$ cat config.mk
export PLATFORM = sky130hd
export DESIGN_NAME = vcu_board_end_flat
export DESIGN_NICKNAME = d
export VERILOG_FILES = /design/src/pkg/vcu_pkg.sv /design/src/pkg/vcu_link_if.sv /design/src/rtl/vcu_board_end.sv /design/src/rtl/vcu_target_end.sv /design/src/flat_wrapper.sv
export VERILOG_INCLUDE_DIRS = /design/src /design/src/pkg
export SDC_FILE = /design/constraint.sdc
export NUM_CORES = 1
export LEC_CHECK = 0
export ABC_AREA = 1
export BUFFER_PORTS_ARGS = -buffer_cell sky130_fd_sc_hd__buf_2
export CELL_PAD_IN_SITES_DETAIL_PLACEMENT = 1
export CELL_PAD_IN_SITES_GLOBAL_PLACEMENT = 1
export CORE_MARGIN = 2
export CORE_UTILIZATION = 44
export CTS_CLUSTER_DIAMETER = 100
export DETAILED_ROUTE_END_ITERATION = 7
export HOLD_SLACK_MARGIN = 0.03
export PLACE_DENSITY = 0.81
export REMOVE_ABC_BUFFERS = 1
export SETUP_SLACK_MARGIN = 0.3
export SLEW_MARGIN = 10
export SYNTH_ARGS = -nofsm -noshare
export SYNTH_HDL_FRONTEND = slang
export SYNTH_SLANG_ARGS = --single-unit
$ cat constraint.sdc
create_clock -name pclk -period 2.7 [get_ports pclk]
set_input_delay 0.54 -clock pclk [delete_from_list [all_inputs] [get_ports pclk]]
set_output_delay 0.54 -clock pclk [all_outputs]
set_load 0.1 [all_outputs]
$ cat src/pkg/vcu_consts.svh
/*
 Constants of the serial link: register offsets, field positions,
 reset values and bit timing. Assumes a 250 MHz pclk.
*/
// Function
// - Target sends characters on transmit line.
// - Board sends on receive line; target samples.
// - Board asserts clear-to-send while it has room.
// - Target asserts request-to-send only with receive room.
// - Data passes only while link enable active.
// - Four serial lines plus one enable.
// - Reset: 115200, eight_data_no_parity_one_stop, handshake off.
// - Bit rate 9600 to 921600, same both ends.
// - Handshake selectable separately per direction.
// - Board stops sending while request-to-send deasserted.
// - Target takes one more character after deasserting.
// - Target transmitter halts while clear-to-send deasserted.
`ifndef VCU_CONSTS_SVH
`define VCU_CONSTS_SVH

// ==========================================================
// Timing
`define VCU_CLK_HZ 250000000
`define VCU_BAUD_RESET 115200
`define VCU_BAUD_MIN 9600
`define VCU_BAUD_MAX 921600
`define VCU_DIV_RESET (`VCU_CLK_HZ / `VCU_BAUD_RESET)
`define VCU_DIV_MIN (`VCU_CLK_HZ / `VCU_BAUD_MAX)
`define VCU_DIV_MAX (`VCU_CLK_HZ / `VCU_BAUD_MIN)
`define VCU_DATA_BITS 8

// ==========================================================
// Register offsets
`define VCU_OFF_CTRL 12'h000
`define VCU_OFF_BAUD 12'h004
`define VCU_OFF_TXD 12'h008
`define VCU_OFF_RXD 12'h00c
`define VCU_OFF_STAT 12'h010

// ==========================================================
// Fields
`define VCU_CTRL_EN 0
`define VCU_CTRL_TXHS 1
`define VCU_CTRL_RXHS 2
`define VCU_CTRL_RESET 3'h0
`define VCU_ST_TXBUSY 0
`define VCU_ST_TXFULL 1
`define VCU_ST_RXAVAIL 2
`define VCU_ST_RXERR 3
`define VCU_ST_PEER 4
`define VCU_ST_ROOM 5
`define VCU_ST_LINK 6

`endif

$ cat src/pkg/vcu_pkg.sv
/*
 Types of the serial link ends.
 Assumes nothing of its surroundings.
*/
`default_nettype none
package vcu_pkg;
    typedef enum logic [1:0] {TX_IDLE, TX_START, TX_DATA, TX_STOP} vcu_tx_state_t;
    typedef enum logic [1:0] {RX_IDLE, RX_START, RX_DATA, RX_STOP} vcu_rx_state_t;
endpackage : vcu_pkg
`default_nettype wire

$ cat src/pkg/vcu_link_if.sv
/*
 The four serial lines and the enable between the two ends.
 Assumes the bench joins a target end and a board end through it.
*/
`default_nettype none
interface vcu_link_if;
    logic tx;
    logic rx;
    logic cts;
    logic rts;
    logic en;
    modport target (output tx, output rts, output en, input rx, input cts);
    modport board (input tx, input rts, input en, output rx, output cts);
endinterface : vcu_link_if
`default_nettype wire

$ cat src/rtl/vcu_board_end.sv
/*
 Board controller end of the serial link.
 Assumes vcu_port from the target end file is compiled first.
*/
`include "vcu_consts.svh"
`default_nettype none

module vcu_board_end (
    input wire logic pclk,
    input wire logic presetn,
    input wire logic psel,
    input wire logic penable,
    input wire logic pwrite,
    input wire logic [11:0] paddr,
    input wire logic [31:0] pwdata,
    output logic [31:0] prdata,
    output logic pready,
    output logic pslverr,
    vcu_link_if.board link
);
    import vcu_pkg::*;

    // ======================================================
    // Enable pin synchroniser
    logic e1_ff, e2_ff, e3_ff, en_ff;
    always_ff @(posedge pclk or negedge presetn)
    begin
        if (!presetn)
        begin
            e1_ff <= 1'b0;
            e2_ff <= 1'b0;
            e3_ff <= 1'b0;
            en_ff <= 1'b0;
        end
        else
        begin
            e1_ff <= link.en;
            e2_ff <= e1_ff;
            e3_ff <= e2_ff;
            if (e2_ff == e3_ff)
                en_ff <= e3_ff;
        end
    end

    // Own enable bit unused: the target owns the link enable
    vcu_port u_port (
        .pclk(pclk),
        .presetn(presetn),
        .psel(psel),
        .penable(penable),
        .pwrite(pwrite),
        .paddr(paddr),
        .pwdata(pwdata),
        .prdata(prdata),
        .pready(pready),
        .pslverr(pslverr),
        .link_on(en_ff),
        .rx_pin(link.tx),
        .peer_ok_pin(link.rts),
        .tx_line(link.rx),
        .room(link.cts),
        .ctrl_link_en()
    );
endmodule : vcu_board_end

`default_nettype wire

$ cat src/rtl/vcu_target_end.sv
/*
 Shared link port (APB registers, transmitter, receiver, flow control)
 and the target end built on it.
 Assumes one pclk domain; the link lines come in asynchronously.
*/
// The register addresses and the APB slave port are this design's own decisions.
`include "vcu_consts.svh"
`default_nettype none

module vcu_port #(
    parameter logic [15:0] DIV_RESET = 16'(`VCU_DIV_RESET)
) (
    input wire logic pclk,
    input wire logic presetn,
    input wire logic psel,
    input wire logic penable,
    input wire logic pwrite,
    input wire logic [11:0] paddr,
    input wire logic [31:0] pwdata,
    output logic [31:0] prdata,
    output logic pready,
    output logic pslverr,
    input wire logic link_on,
    input wire logic rx_pin,
    input wire logic peer_ok_pin,
    output logic tx_line,
    output logic room,
    output logic ctrl_link_en
);
    import vcu_pkg::*;

    // ======================================================
    // Pin synchronisers
    wire [1:0] raw = {peer_ok_pin, rx_pin};
    logic [1:0] s1_ff, s2_ff, s3_ff, flt_ff;
    genvar gi;
    generate
        for (gi = 0; gi < 2; gi++)
        begin : g_sync
            always_ff @(posedge pclk or negedge presetn)
            begin
                if (!presetn)
                begin
                    s1_ff[gi] <= 1'b1;
                    s2_ff[gi] <= 1'b1;
                    s3_ff[gi] <= 1'b1;
                    flt_ff[gi] <= 1'b1;
                end
                else
                begin
                    s1_ff[gi] <= raw[gi];
                    s2_ff[gi] <= s1_ff[gi];
                    s3_ff[gi] <= s2_ff[gi];
                    if (s2_ff[gi] == s3_ff[gi])
                        flt_ff[gi] <= s3_ff[gi];
                end
            end
        end
    endgenerate
    wire rx_s = flt_ff[0];
    wire peer_s = flt_ff[1];

    // ======================================================
    // Register decode
    logic [2:0] ctrl_ff;
    logic [15:0] baud_ff;
    logic rx_err_ff;
    logic [7:0] tx_hold_ff;
    logic tx_hold_vld_ff;
    logic [7:0] rx_buf_ff [2];
    logic rx_head_ff;
    logic [1:0] rx_cnt_ff;
    logic [31:0] prdata_ff;
    vcu_tx_state_t tx_st_ff;
    wire setup = psel & ~penable;
    wire acc = psel & penable;
    wire wr = acc & pwrite;
    wire rd = acc & ~pwrite;
    wire sel_ctrl = paddr == `VCU_OFF_CTRL;
    wire sel_baud = paddr == `VCU_OFF_BAUD;
    wire sel_txd = paddr == `VCU_OFF_TXD;
    wire sel_rxd = paddr == `VCU_OFF_RXD;
    wire sel_stat = paddr == `VCU_OFF_STAT;
    wire hit = sel_ctrl | sel_baud | sel_txd | sel_rxd | sel_stat;
    wire baud_ok = pwdata >= 32'(`VCU_DIV_MIN) && pwdata <= 32'(`VCU_DIV_MAX);
    wire tx_wr = wr & sel_txd & ~tx_hold_vld_ff;
    wire rx_pop = rd & sel_rxd & (rx_cnt_ff != 2'h0);
    wire bad = (wr & sel_txd & tx_hold_vld_ff) | (wr & sel_baud & ~baud_ok);
    wire [6:0] stat = {link_on, room, peer_s, rx_err_ff, rx_cnt_ff != 2'h0,
                       tx_hold_vld_ff, tx_st_ff != TX_IDLE};
    wire [31:0] rd_mux = sel_ctrl ? {29'h0, ctrl_ff} :
                         sel_baud ? {16'h0, baud_ff} :
                         sel_rxd ? {24'h0, rx_buf_ff[rx_head_ff]} :
                         sel_stat ? {25'h0, stat} : 32'h0;
    // Data latched in setup so prdata is a flop and pready needs no wait
    assign pready = 1'b1;
    assign pslverr = acc & (~hit | bad);
    assign prdata = prdata_ff;
    assign ctrl_link_en = ctrl_ff[`VCU_CTRL_EN];

    always_ff @(posedge pclk or negedge presetn)
    begin
        if (!presetn)
        begin
            ctrl_ff <= `VCU_CTRL_RESET;
            baud_ff <= DIV_RESET;
            prdata_ff <= 32'h0;
        end
        else
        begin
            if (setup)
                prdata_ff <= rd_mux;
            if (wr & sel_ctrl)
                ctrl_ff <= pwdata[2:0];
            if (wr & sel_baud & baud_ok)
                baud_ff <= pwdata[15:0];
        end
    end

    // ======================================================
    // Transmitter
    logic [15:0] tx_cnt_ff;
    logic [2:0] tx_bit_ff;
    logic [7:0] tx_sh_ff;
    logic tx_line_ff;
    wire tx_tick = tx_cnt_ff == baud_ff - 16'h1;
    // Permission looked at only when idle, so a started character always ends
    wire tx_go = link_on & tx_hold_vld_ff & (~ctrl_ff[`VCU_CTRL_TXHS] | peer_s);
    assign tx_line = tx_line_ff;

    always_ff @(posedge pclk or negedge presetn)
    begin
        if (!presetn)
        begin
            tx_st_ff <= TX_IDLE;
            tx_cnt_ff <= 16'h0;
            tx_bit_ff <= 3'h0;
            tx_sh_ff <= 8'h0;
            tx_line_ff <= 1'b1;
            tx_hold_ff <= 8'h0;
            tx_hold_vld_ff <= 1'b0;
        end
        else
        begin
            tx_cnt_ff <= (tx_st_ff == TX_IDLE || tx_tick) ? 16'h0 : tx_cnt_ff + 16'h1;
            if (tx_wr)
            begin
                tx_hold_ff <= pwdata[7:0];
                tx_hold_vld_ff <= 1'b1;
            end
            unique case (tx_st_ff)
                TX_IDLE:
                    if (tx_go)
                    begin
                        tx_sh_ff <= tx_hold_ff;
                        tx_hold_vld_ff <= 1'b0;
                        tx_line_ff <= 1'b0;
                        tx_st_ff <= TX_START;
                    end
                TX_START:
                    if (tx_tick)
                    begin
                        tx_line_ff <= tx_sh_ff[0];
                        tx_bit_ff <= 3'h0;
                        tx_st_ff <= TX_DATA;
                    end
                TX_DATA:
                    if (tx_tick)
                    begin
                        tx_sh_ff <= {1'b0, tx_sh_ff[7:1]};
                        tx_bit_ff <= tx_bit_ff + 3'h1;
                        tx_line_ff <= (tx_bit_ff == 3'(`VCU_DATA_BITS - 1)) ? 1'b1 : tx_sh_ff[1];
                        if (tx_bit_ff == 3'(`VCU_DATA_BITS - 1))
                            tx_st_ff <= TX_STOP;
                    end
                TX_STOP:
                    if (tx_tick)
                        tx_st_ff <= TX_IDLE;
            endcase
        end
    end

    // ======================================================
    // Receiver
    vcu_rx_state_t rx_st_ff;
    logic [15:0] rx_cnt_t_ff;
    logic [2:0] rx_bit_ff;
    logic [7:0] rx_sh_ff;
    logic rx_done_ff;
    logic rx_bad_ff;
    wire rx_tick = rx_cnt_t_ff == baud_ff - 16'h1;
    wire rx_half = rx_cnt_t_ff == {1'b0, baud_ff[15:1]};

    always_ff @(posedge pclk or negedge presetn)
    begin
        if (!presetn)
        begin
            rx_st_ff <= RX_IDLE;
            rx_cnt_t_ff <= 16'h0;
            rx_bit_ff <= 3'h0;
            rx_sh_ff <= 8'h0;
            rx_done_ff <= 1'b0;
            rx_bad_ff <= 1'b0;
        end
        else
        begin
            rx_done_ff <= 1'b0;
            rx_bad_ff <= 1'b0;
            rx_cnt_t_ff <= rx_cnt_t_ff + 16'h1;
            unique case (rx_st_ff)
                RX_IDLE:
                begin
                    rx_cnt_t_ff <= 16'h0;
                    if (link_on & ~rx_s)
                        rx_st_ff <= RX_START;
                end
                RX_START:
                    if (rx_half)
                    begin
                        rx_cnt_t_ff <= 16'h0;
                        rx_bit_ff <= 3'h0;
                        // A high mid-start is a glitch, not a character
                        rx_st_ff <= rx_s ? RX_IDLE : RX_DATA;
                    end
                RX_DATA:
                    if (rx_tick)
                    begin
                        rx_cnt_t_ff <= 16'h0;
                        rx_sh_ff <= {rx_s, rx_sh_ff[7:1]};
                        rx_bit_ff <= rx_bit_ff + 3'h1;
                        if (rx_bit_ff == 3'(`VCU_DATA_BITS - 1))
                            rx_st_ff <= RX_STOP;
                    end
                RX_STOP:
                    if (rx_tick)
                    begin
                        rx_done_ff <= rx_s;
                        rx_bad_ff <= ~rx_s;
                        rx_st_ff <= RX_IDLE;
                    end
            endcase
        end
    end

    // ======================================================
    // Two-slot receive store
    // Room drops at one held byte so the second slot takes the one in flight
    wire rx_push = rx_done_ff & (rx_cnt_ff != 2'h2 | rx_pop);
    wire rx_tail = rx_head_ff ^ rx_cnt_ff[0];
    assign room = ~ctrl_ff[`VCU_CTRL_RXHS] | (rx_cnt_ff == 2'h0);

    always_ff @(posedge pclk or negedge presetn)
    begin
        if (!presetn)
        begin
            rx_buf_ff[0] <= 8'h0;
            rx_buf_ff[1] <= 8'h0;
            rx_head_ff <= 1'b0;
            rx_cnt_ff <= 2'h0;
            rx_err_ff <= 1'b0;
        end
        else
        begin
            // Tail is the free slot whether or not the head pops this cycle
            if (rx_push)
                rx_buf_ff[rx_tail] <= rx_sh_ff;
            if (rx_pop)
                rx_head_ff <= ~rx_head_ff;
            rx_cnt_ff <= rx_cnt_ff + {1'b0, rx_push} - {1'b0, rx_pop};
            // Overrun or framing error; a new event wins over the clear
            if (rx_bad_ff | (rx_done_ff & ~rx_push))
                rx_err_ff <= 1'b1;
            else if (wr & sel_stat & pwdata[`VCU_ST_RXERR])
                rx_err_ff <= 1'b0;
        end
    end
endmodule : vcu_port


`default_nettype wire

$ cat src/flat_wrapper.sv
// flat-port wrapper written by rule: the top's interface ports become plain ports
module vcu_board_end_flat import vcu_pkg::*;
  (pclk, presetn, psel, penable, pwrite, paddr, pwdata, prdata, pready, pslverr, link_tx, link_rts, link_en, link_rx, link_cts);
  vcu_link_if link_i ();
  input wire logic pclk;
  input wire logic presetn;
  input wire logic psel;
  input wire logic penable;
  input wire logic pwrite;
  input wire logic [11:0] paddr;
  input wire logic [31:0] pwdata;
  output logic [31:0] prdata;
  output logic pready;
  output logic pslverr;
  input wire logic [$bits(link_i.tx)-1:0] link_tx;
  input wire logic [$bits(link_i.rts)-1:0] link_rts;
  input wire logic [$bits(link_i.en)-1:0] link_en;
  output wire logic [$bits(link_i.rx)-1:0] link_rx;
  output wire logic [$bits(link_i.cts)-1:0] link_cts;
  assign link_i.tx = link_tx;
  assign link_i.rts = link_rts;
  assign link_i.en = link_en;
  assign link_rx = link_i.rx;
  assign link_cts = link_i.cts;
  vcu_board_end u_core (.pclk(pclk), .presetn(presetn), .psel(psel), .penable(penable), .pwrite(pwrite), .paddr(paddr), .pwdata(pwdata), .prdata(prdata), .pready(pready), .pslverr(pslverr), .link(link_i));
endmodule
======== Word level (Yosys, flattened, before mapping) ========
Cells that the tools add are included.
cells by class
  add/sub/neg operators ................... 7
  multiply operators ...................... 0
  div/mod/pow operators ................... 0
  magnitude comparators ................... 5
  equality and inequality tests ........... 29
  shift operators ......................... 0
  muxes and demuxes ....................... 50
  bitwise operators ....................... 44
  reduce and logical (&&, ||, !) cells .... 21
operator list
  kind                                                   number
  2-to-1 mux 16 bit                                      5
  2-to-1 mux 8 bit                                       7
  case mux 16 bit (3 select lines)                       1
  adder 16 x 1 -> 16 bit, second input constant          2
  == test 16 bit                                         2
  >= comparator 32 x 9 -> 1 bit, second input constant   1
  <= comparator 32 x 15 -> 1 bit, second input constant  1
  == test 12 x 4 -> 1 bit, second input constant         2
  2-to-1 mux 2 bit                                       11
  != test 2 bit, second input constant                   11
  bitwise AND 1 bit                                      21
  bitwise mux 16 bit                                     1
  == test 16 x 15 -> 1 bit                               1
  case mux 2 bit (4 select lines)                        2
  case mux 8 bit (2 select lines)                        1
  subtractor 16 x 1 -> 16 bit, second input constant     1
  2-to-1 mux 1 bit                                       13
  == test 12 x 3 -> 1 bit, second input constant         1
  == test 12 x 5 -> 1 bit, second input constant         1
  logical NOT 12 bit                                     1
  2-to-1 mux 3 bit                                       4
  case mux 3 bit (2 select lines)                        2
  nonzero test 2 bit                                     6
  inverter 1 bit                                         10
  other kinds (23)                                       48
storage, ports and cells
  register bits after elaboration ......... 153
  latch bits .............................. 0
  bits in writable memories ............... 0
  ROM bits ................................ 0
  output and inout port bits .............. 36
  word-level logic and storage cells ...... 189
  memories kept ........................... 0

======== Logic depth before layout (Yosys ltp) ========
Gate-level depths: netlist (run 1).
  depth in word-level cells ............... 10
  gate-level depth with buffers ........... 17
  gate-level depth less buffers ........... 16

======== Modules after synthesis ========
From an unflattened synthesis (run 1), not the netlist that was laid out.
second synthesis, totals
  cells, all modules ...................... 1009
  area total of the unflattened synthesis .. 7910.1 um^2
by module, submodules not included
  module         times used  cells each  area each (um^2)  sequential area each (um^2)
  vcu_port       1           1001        7793.7            3347.0
  vcu_board_end  1           8           116.4             100.1

======== Least setup slack after synthesis (run 1) ========
No wires, ideal clock.
  path kind ............................... input to output
  start point ............................. in paddr[5]
  end point ............................... out pslverr
  arrival time ............................ 2.823 ns
  slack ................................... -0.663 ns
  cell stages on the path ................. 7
  buffers on the path ..................... 0
  path through ............................ nor3_4 -> nand3_2 -> nor2_1 -> nand3_1 -> o21ai_0 -> inv_1 -> a21oi_1
between the ends
  longest elaborated chain between the ends .. 8
ends and longest elaborated chain
  item                                                                            line                  text
  start, declared                                                                 flat_wrapper.sv:10    input wire logic [11:0] paddr;
  == test 12 x 3 -> 1 bit (no source line) or logical NOT 12 bit (tied branches)  --
  OR 1 bit (4 in a row)                                                           vcu_target_end.sv:84  wire hit = sel_ctrl | sel_baud | sel_txd | sel_rxd | sel_stat;
  inverter 1 bit                                                                  vcu_target_end.sv:97  assign pslverr = acc & (~hit | bad);
  OR 1 bit *                                                                      vcu_target_end.sv:97
  bitwise AND 1 bit *                                                             vcu_target_end.sv:97
  end, declared                                                                   flat_wrapper.sv:14    output logic pslverr;
Every way passes the cells marked *; elsewhere a longest branch is shown, timed or not.

======== Worst setup path in the final report (run 1) ========
  start point ............................. in pwdata[3]
  end point ............................... out pslverr
between the ends
  longest elaborated chain between the ends .. 7
ends and longest elaborated chain
  item                                                                             line                  text
  start, declared                                                                  flat_wrapper.sv:11    input wire logic [31:0] pwdata;
  >= comparator 32 x 9 -> 1 bit or <= comparator 32 x 15 -> 1 bit (tied branches)  vcu_target_end.sv:85  wire baud_ok = pwdata >= 32'(`VCU_DIV_MIN) && pwdata <= 32'(`VCU_DIV_MAX);
  logical AND 1 bit *                                                              vcu_target_end.sv:85
  inverter 1 bit *                                                                 vcu_target_end.sv:88  wire bad = (wr & sel_txd & tx_hold_vld_ff) | (wr & sel_baud & ~baud_ok);
  bitwise AND 1 bit *                                                              vcu_target_end.sv:88
  OR 1 bit *                                                                       vcu_target_end.sv:88
  OR 1 bit *                                                                       vcu_target_end.sv:97
  bitwise AND 1 bit *                                                              vcu_target_end.sv:97
Marks and branches as above.

==> results of run 1 <==
cells by family after synthesis:
group                    after synthesis  synth area share (%)
flip-flops                           137                  42.9
AND/OR/NAND/NOR                      536                  30.9
other                                  2                0.0935
multiplexers                           9                  1.12
adder cells (fa/ha/maj)               18                  2.71
buffers and inverters                165                  9.09
XOR/XNOR                              25                  2.73
AO/OA/AOI/OAI                        144                  10.4
worst max-delay path by stage:
stage                                                      end
after floorplan                                        pslverr
after global placement                                 pslverr
after detailed placement                               pslverr
after CTS                                              pslverr
after global routing      u_core.u_port.tx_cnt_ff[0]$_DFF_PN0_
final                                                  pslverr
stage by stage:
stage	hold WS (ns)	setup slack, ns
3_5_place_dp	0.348	-0.0631
3_3_place_gp	0.346	0.0225
4_1_cts	0.136	0.134
2_1_floorplan	0.244	-0.720
5_1_grt	0.147	0.0904
6_report	0.104	0.202
flip-flops by register name (all words and copies together) (netlist names), 3 cells and up, named ones only:
name and count:
u_core.u_port.tx_hold_ff 8, u_core.u_port.tx_cnt_ff 16, u_core.u_port.prdata 16, u_core.u_port.tx_sh_ff 8
u_core.u_port.rx_cnt_t_ff 16, u_core.u_port.rx_bit_ff 3, u_core.u_port.ctrl_ff 3, u_core.u_port.rx_buf_ff 16
u_core.u_port.baud_ff 16, u_core.u_port.tx_bit_ff 3, u_core.u_port.rx_sh_ff 8
critical path, cell delays in order:
cell     delay, ns
buf_2         0.12
inv_1         0.12
nor4_2        0.33
o21ai_1       0.12
buf_4         0.16
a21oi_2       0.15
nand2_1       0.08
nand2_1       0.08
a21oi_2       0.08
buf_12        0.17
power groups by stage:
stage          clock network [mW]  logic [mW]  registers (mW)
2_1_floorplan                   0       0.861            2.33
3_3_place_gp                    0        1.23            2.33
3_5_place_dp                    0        1.27            2.34
4_1_cts                      2.39        1.32            2.31
5_1_grt                      2.47        1.67            2.33
6_report                     2.35        1.51            2.31
placed cells by master, fill, tap and decap left out, types with 12 or more instances in the layout:
cell | netlist | routed
clkbuf_16 | 0 | 17
dfrtp_1 | 122 | 121
nor3_1 | 14 | 13
buf_2 | 7 | 67
nand2_2 | 11 | 19
nand4_1 | 16 | 16
xor2_1 | 15 | 15
a21oi_1 | 25 | 22
buf_4 | 19 | 34
o21ai_1 | 10 | 12
nor2_1 | 99 | 89
nand3_1 | 97 | 92
nand2_1 | 241 | 230
conb_1 | 2 | 17
inv_1 | 121 | 118
a31oi_1 | 15 | 15
o21ai_0 | 64 | 59
nor2_2 | 6 | 13
dfstp_2 | 15 | 14
ha_1 | 15 | 14
o21ai_2 | 12 | 14
metal layers:
layer	wire length, µm	global-route usage [%]	vias to the layer above
met5	0	0	-
met4	619	9.94	0
met3	1350	5.11	52
met2	12900	45.0	224
met1	11200	34.1	3803
li1	-	-	3553
cell type report:
cell class / count / area (µm²)
clock buffer: 17 / 425
clock inverter: 15 / 158
fill: 2227 / 8370
inverter: 122 / 462
multi-input combinational: 750 / 4140
sequential: 137 / 3450
tap: 229 / 287
timing repair buffer: 106 / 673
repair_timing:
item | CTS | global route
endpoints found under the hold margin | 0 | 0
endpoints found under the setup margin | 62 | 62
cloned | 0 | 1
pin swaps | 8 | 16
setup buffers | 2 | 7
resized for setup | 17 | 44
hold buffers | 0 | 0
==> reports/metrics.yaml, run 1 <==
slew_violations: 0
status: "finished clean"
critPathRequiredTime_ns: 2.16
dpl.hpwl_um: 18700
boundaryPins: 88
drv_cap: 0
yosys.area.top_type_share_pct: 38.0
synth.avg_cell_area_um2: 7.75
critPathKind: "in -> out"
area_growth_pct: 19.5
grt_max_degree: 67
cts_tree: "built"
viasPerCell: 5.55
root_buffer: "clkbuf_16"
initialDrtViolationCount: 401
synth_seq_cells: 137
yosysMostFrequentCell: "nand2_1"
skew_ns: 0.00632
drcViolationCount: 0
reg2reg_from: "u_core.u_port.baud_ff[0]$_DFFE_PN0P_"
pwr-share-comb_pct: 24.5
yosysTopAreaCell: "dfrtp_1"
chipWidth_um: 139
path_max_fanout: 4
post-route-period-util_pct: 92.5
reg2reg_depth: 15
p_clk_share_pct: 38.1
final_util_pct: 53.4
end_kind: "output port"
p_sw_mw: 2.23
period_minus_slack_ns: 2.50
netlist_area_um2: 8030
cts_made_buffers: 17
peakVddDrop_mv: 0.546
async_flop_share_pct: 100
switching_share_pct: 36.1
die_y_um: 139
cts-htree-levels: 4
synth-edff-count: 0
timing.final.hold_violations: 0
grtUsageTotal_pct: 26.6
synth_common_cells: "241 x nand2_1, 122 x dfrtp_1, 121 x inv_1"
die_area_um2: 19300
rows: 49
grt_pass1_vias: 7950
dp_cells: 1334
power_frac_seq_pct: 37.5
setup_viol_count_final: 0
rsz0062_at_grt: "yes"
arrival_ns: 1.96
seq_area_frac_synth_pct: 42.9
post_drt_wl_per_cell_um: 18.9
power_density_nw_per_um2: 644
nets: 1201
insertedDiodeCount: 0
core_region_area_um2: 18000
r2r_end: "u_core.u_port.tx_sh_ff[0]$_DFFE_PN0P_"
hold_path_class: "in -> async"
slew_headroom_pct: 44.9
fin_cells: 1376
p_total_mw: 6.17
crit_path_start_kind: "input pin"
drt_pass1_iterations: 5
yosysUniqueCellTypes: 52
cts_buffer_depth: 2
cts_sinks: 137
r2r_setup_slack_ns: 0.28
vias: 7632
crit_path_start: "pwdata[3]"
clkTransAtPathRegs_ns: 0.06
clk_latency_ns: 0.43
finalWeightedCongestion: 0.885
ys_warn_count: 0
antenna_found_initial: 0
tightest_slew_ns: 0.826
synthCells: 1036
place_area_um2: 8700
synth_area_leaders: "dfrtp_1 38%, nand2_1 11%, nand3_1 6.0%"
fmax_mhz: 400
leakage_nw: 4.72
cell_internal_pwr_mw: 3.95
setup_tns_ns: 0
start_util_pct: 44.7
ant_nets: 0
ys.flop_type: "dfrtp_1"
grt_overflow: 0
grt_pass1_wl_um: 40900
finalInstanceArea_um2: 9590
drt_wl_total_um: 26000
io_buffers: 70
drive_above_1_share_pct: 21.8
Note: power is estimated with default switching activity, not from simulation.
==> run 2, diff against run 1 <==
--- a/config.mk
+++ b/config.mk
@@ -7,7 +7,7 @@
 export NUM_CORES = 1
 export LEC_CHECK = 0
 export ABC_AREA = 1
-export BUFFER_PORTS_ARGS = -buffer_cell sky130_fd_sc_hd__buf_2
+export BUFFER_PORTS_ARGS = -buffer_cell sky130_fd_sc_hd__buf_4
 export CELL_PAD_IN_SITES_DETAIL_PLACEMENT = 1
 export CELL_PAD_IN_SITES_GLOBAL_PLACEMENT = 1
 export CORE_MARGIN = 2
==> run 2 against run 1 <==
Net effect: clock-buffer cell count unchanged; sequential power about the same; die area is the same; worst hold slack better by 0.10 ns; global-route usage barely moved; register-to-register slack improved by 0.02 ns; worst setup slack better by 0.050 ns; final cell count is 1.3% higher; critical endpoint unchanged; largest cell class unchanged; largest power group unchanged.
==> reports/metrics.yaml, run 2 (synthesized netlist as in run 1, its figures left out) <==
finalWeightedCongestion: 0.923  # +4.3%
clk_latency_ns: 0.44  # about the same
arrival_ns: 1.91  # -0.05 ns
timing.final.hold_violations: 0  # unchanged
reg2reg_from: "u_core.u_port.baud_ff[0]$_DFFE_PN0P_"
hold_path_end: "u_core.u_port.s1_ff[0]$_DFF_PN1_"
r2r_end: "u_core.u_port.tx_sh_ff[0]$_DFFE_PN0P_"
cts_tree: "built"
r2r_setup_slack_ns: 0.30  # +0.02 ns
end_kind: "output port"
area_growth_pct: 27.4
rsz0062_at_grt: "yes"
hold_depth: 1
rows: 49  # unchanged
post_drt_wl_per_cell_um: 19.4  # +2.6%
skew_ns: 0.0107  # +0.00436 ns
slew_headroom_pct: 48.1  # +3.2 points
boundaryPins: 88  # unchanged
initialDrtViolationCount: 438  # +9.2%
grt_overflow: 0  # unchanged
dpl.hpwl_um: 18500  # -0.78%
max_stage_delay_ns: 0.24  # -0.09 ns
ant_nets: 0  # unchanged
die_area_um2: 19300  # unchanged
leakage_nw: 4.94  # +4.7%
final_cell_mix: "220 x nand2_1, 119 x dfrtp_1, 117 x inv_1"
grt_pass1_vias: 7769  # -2.3%
fmax_mhz: 408  # +2.0%
min-delay-start: "link_tx"
die_y_um: 139  # unchanged
hold_slack_ns: 0.206  # +0.102 ns
crit_top_cell: "nand2_1"
status: "finished clean"
num-fill-cells: 2182  # -2.0%
drv_cap: 0  # unchanged
slew_violations: 0  # unchanged
start_util_pct: 44.7  # unchanged
crit_chain: "buf_4 -> or2_1 -> nor4_2 -> nand4_1 -> a21oi_4 -> nand2_1 -> nand2_1 -> a21oi_2 -> buf_12"
power_density_nw_per_um2: 618  # -3.9%
final_common_cell: "nand2_1"
crit_path_start_kind: "input pin"
peakVddDrop_mv: 0.542  # -0.78%
chipWidth_um: 139  # unchanged
root_buffer: "clkbuf_16"
grt_pass1_wl_um: 40800  # -0.18%
grtUsageTotal_pct: 26.6  # -0.037 points
critPathKind: "in -> out"
drt_pass1_iterations: 5  # unchanged
drive_above_1_share_pct: 25.8  # +4.0 points
setup_tns_ns: 0  # unchanged
slowest_stage: "nand4_1"
cts-htree-levels: 4  # unchanged
setup_viol_count_final: 0  # unchanged
nets: 1219  # +1.5%
cts_made_buffers: 17  # unchanged
insertedDiodeCount: 0  # unchanged
cts_sinks: 137  # unchanged
tightest_slew_ns: 0.775  # -0.0511 ns
drt_wl_total_um: 27100  # +4.0%
period_minus_slack_ns: 2.45  # -0.0496 ns
cts_buffer_depth: 2  # unchanged
antenna_found_initial: 0  # unchanged
io_buffers: 70  # unchanged
post-route-period-util_pct: 90.7  # -1.8 points
clkTransAtPathRegs_ns: 0.07  # about the same
grt_max_degree: 59  # -12%
reg2reg_depth: 15  # unchanged
vias: 7768  # +1.8%
core_region_area_um2: 18000  # unchanged
viasPerCell: 5.57  # +0.47%
hold_path_class: "in -> reg"
path_max_fanout: 2  # -2
critPathRequiredTime_ns: 2.16  # about the same
drcViolationCount: 0  # unchanged
==> run 2: cell types whose count changed in the layout (fill, tap and decap cells not counted), moves of 4 or more <==
cell	previous run	this run
nand2_2	19	26
buf_6	2	7
nand3_4	2	8
nor2_1	89	85
nand2_1	230	220
nand3_1	92	81
buf_4	34	111
nor2_4	9	17
nand3_2	6	11
buf_2	67	0
==> run 2: report_power, final <==
| part | leakage (nW) | internal (mW) | switching (mW) |
|---|---|---|---|
| clock | 0.300 | 1.42 | 1.07 |
| combinational | 2.82 | 0.500 | 1.03 |
| sequential | 1.82 | 2.18 | 0.135 |
| total | 4.94 | 4.09 | 2.23 |
==> run 2: worst max path at each step <==
| stage | from | to | cells after the start |
|---|---|---|---|
| 2_1_floorplan | paddr[5] | pslverr | 7 |
| 6_report | pwdata[22] | pslverr | 9 |
| 3_5_place_dp | pwdata[2] | pslverr | 10 |
| 4_1_cts | pwdata[22] | pslverr | 9 |
| 5_1_grt | u_core.u_port.baud_ff[1]$_DFFE_PN1P_ | u_core.u_port.rx_sh_ff[2]$_DFFE_PN0P_ | 14 |
| 3_3_place_gp | pwdata[6] | pslverr | 11 |
==> run 2: through the flow <==
stage | setup WS (ns) | cells | cell area [µm²] | total power, mW | util (%)
global route | 0.150 | 1394 | 10200 | 6.62 | 57.0
detailed placement | 0.0171 | 1333 | 8850 | 3.61 | 49.3
floorplan | -0.720 | 1008 | 7810 | 3.19 | -
CTS | 0.269 | 1371 | 9620 | 6.14 | 53.6
finish | 0.252 | 1394 | 10200 | 6.33 | 57.0
global placement | 0.0927 | 1333 | 8850 | 3.55 | 49.3
==> run 2: worst max-delay path: cells and delay by family <==
family	cells	cell delay (ns)
AOI/OAI and AO/OA	2	0.27
and+or+nand+nor	5	0.81
buffers and inverters	2	0.27
==> run 2: area by class of cell <==
| type | count | area [µm²] | share of cell area [%] |
|---|---|---|---|
| multi-input combinational | 751 | 4390 | 42.9 |
| sequential | 137 | 3460 | 33.8 |
| clock inverter | 15 | 199 | 1.94 |
| tap | 229 | 287 | 2.80 |
| timing repair buffer | 123 | 1010 | 9.84 |
| clock buffer | 17 | 425 | 4.16 |
| inverter | 122 | 462 | 4.51 |
==> run 2: routing by layer <==
metal / GRT usage [%] / vias up / part of all wire [%]
li1: - / 3595 / -
met5: 0 / - / 0
met2: 44.7 / 248 / 50
met1: 34.5 / 3865 / 42
met4: 9.09 / 0 / 2.7
met3: 5.18 / 60 / 5.4
==> run 2: what timing repair did <==
action                                  in CTS  in global routing
hold buffers                                 1                  0
resized for setup                           26                103
hold endpoints to repair                    27                  0
cloned                                       0                  3
pin swaps                                    9                 16
endpoints found under the setup margin      60                 54
buffers inserted                             5                 20
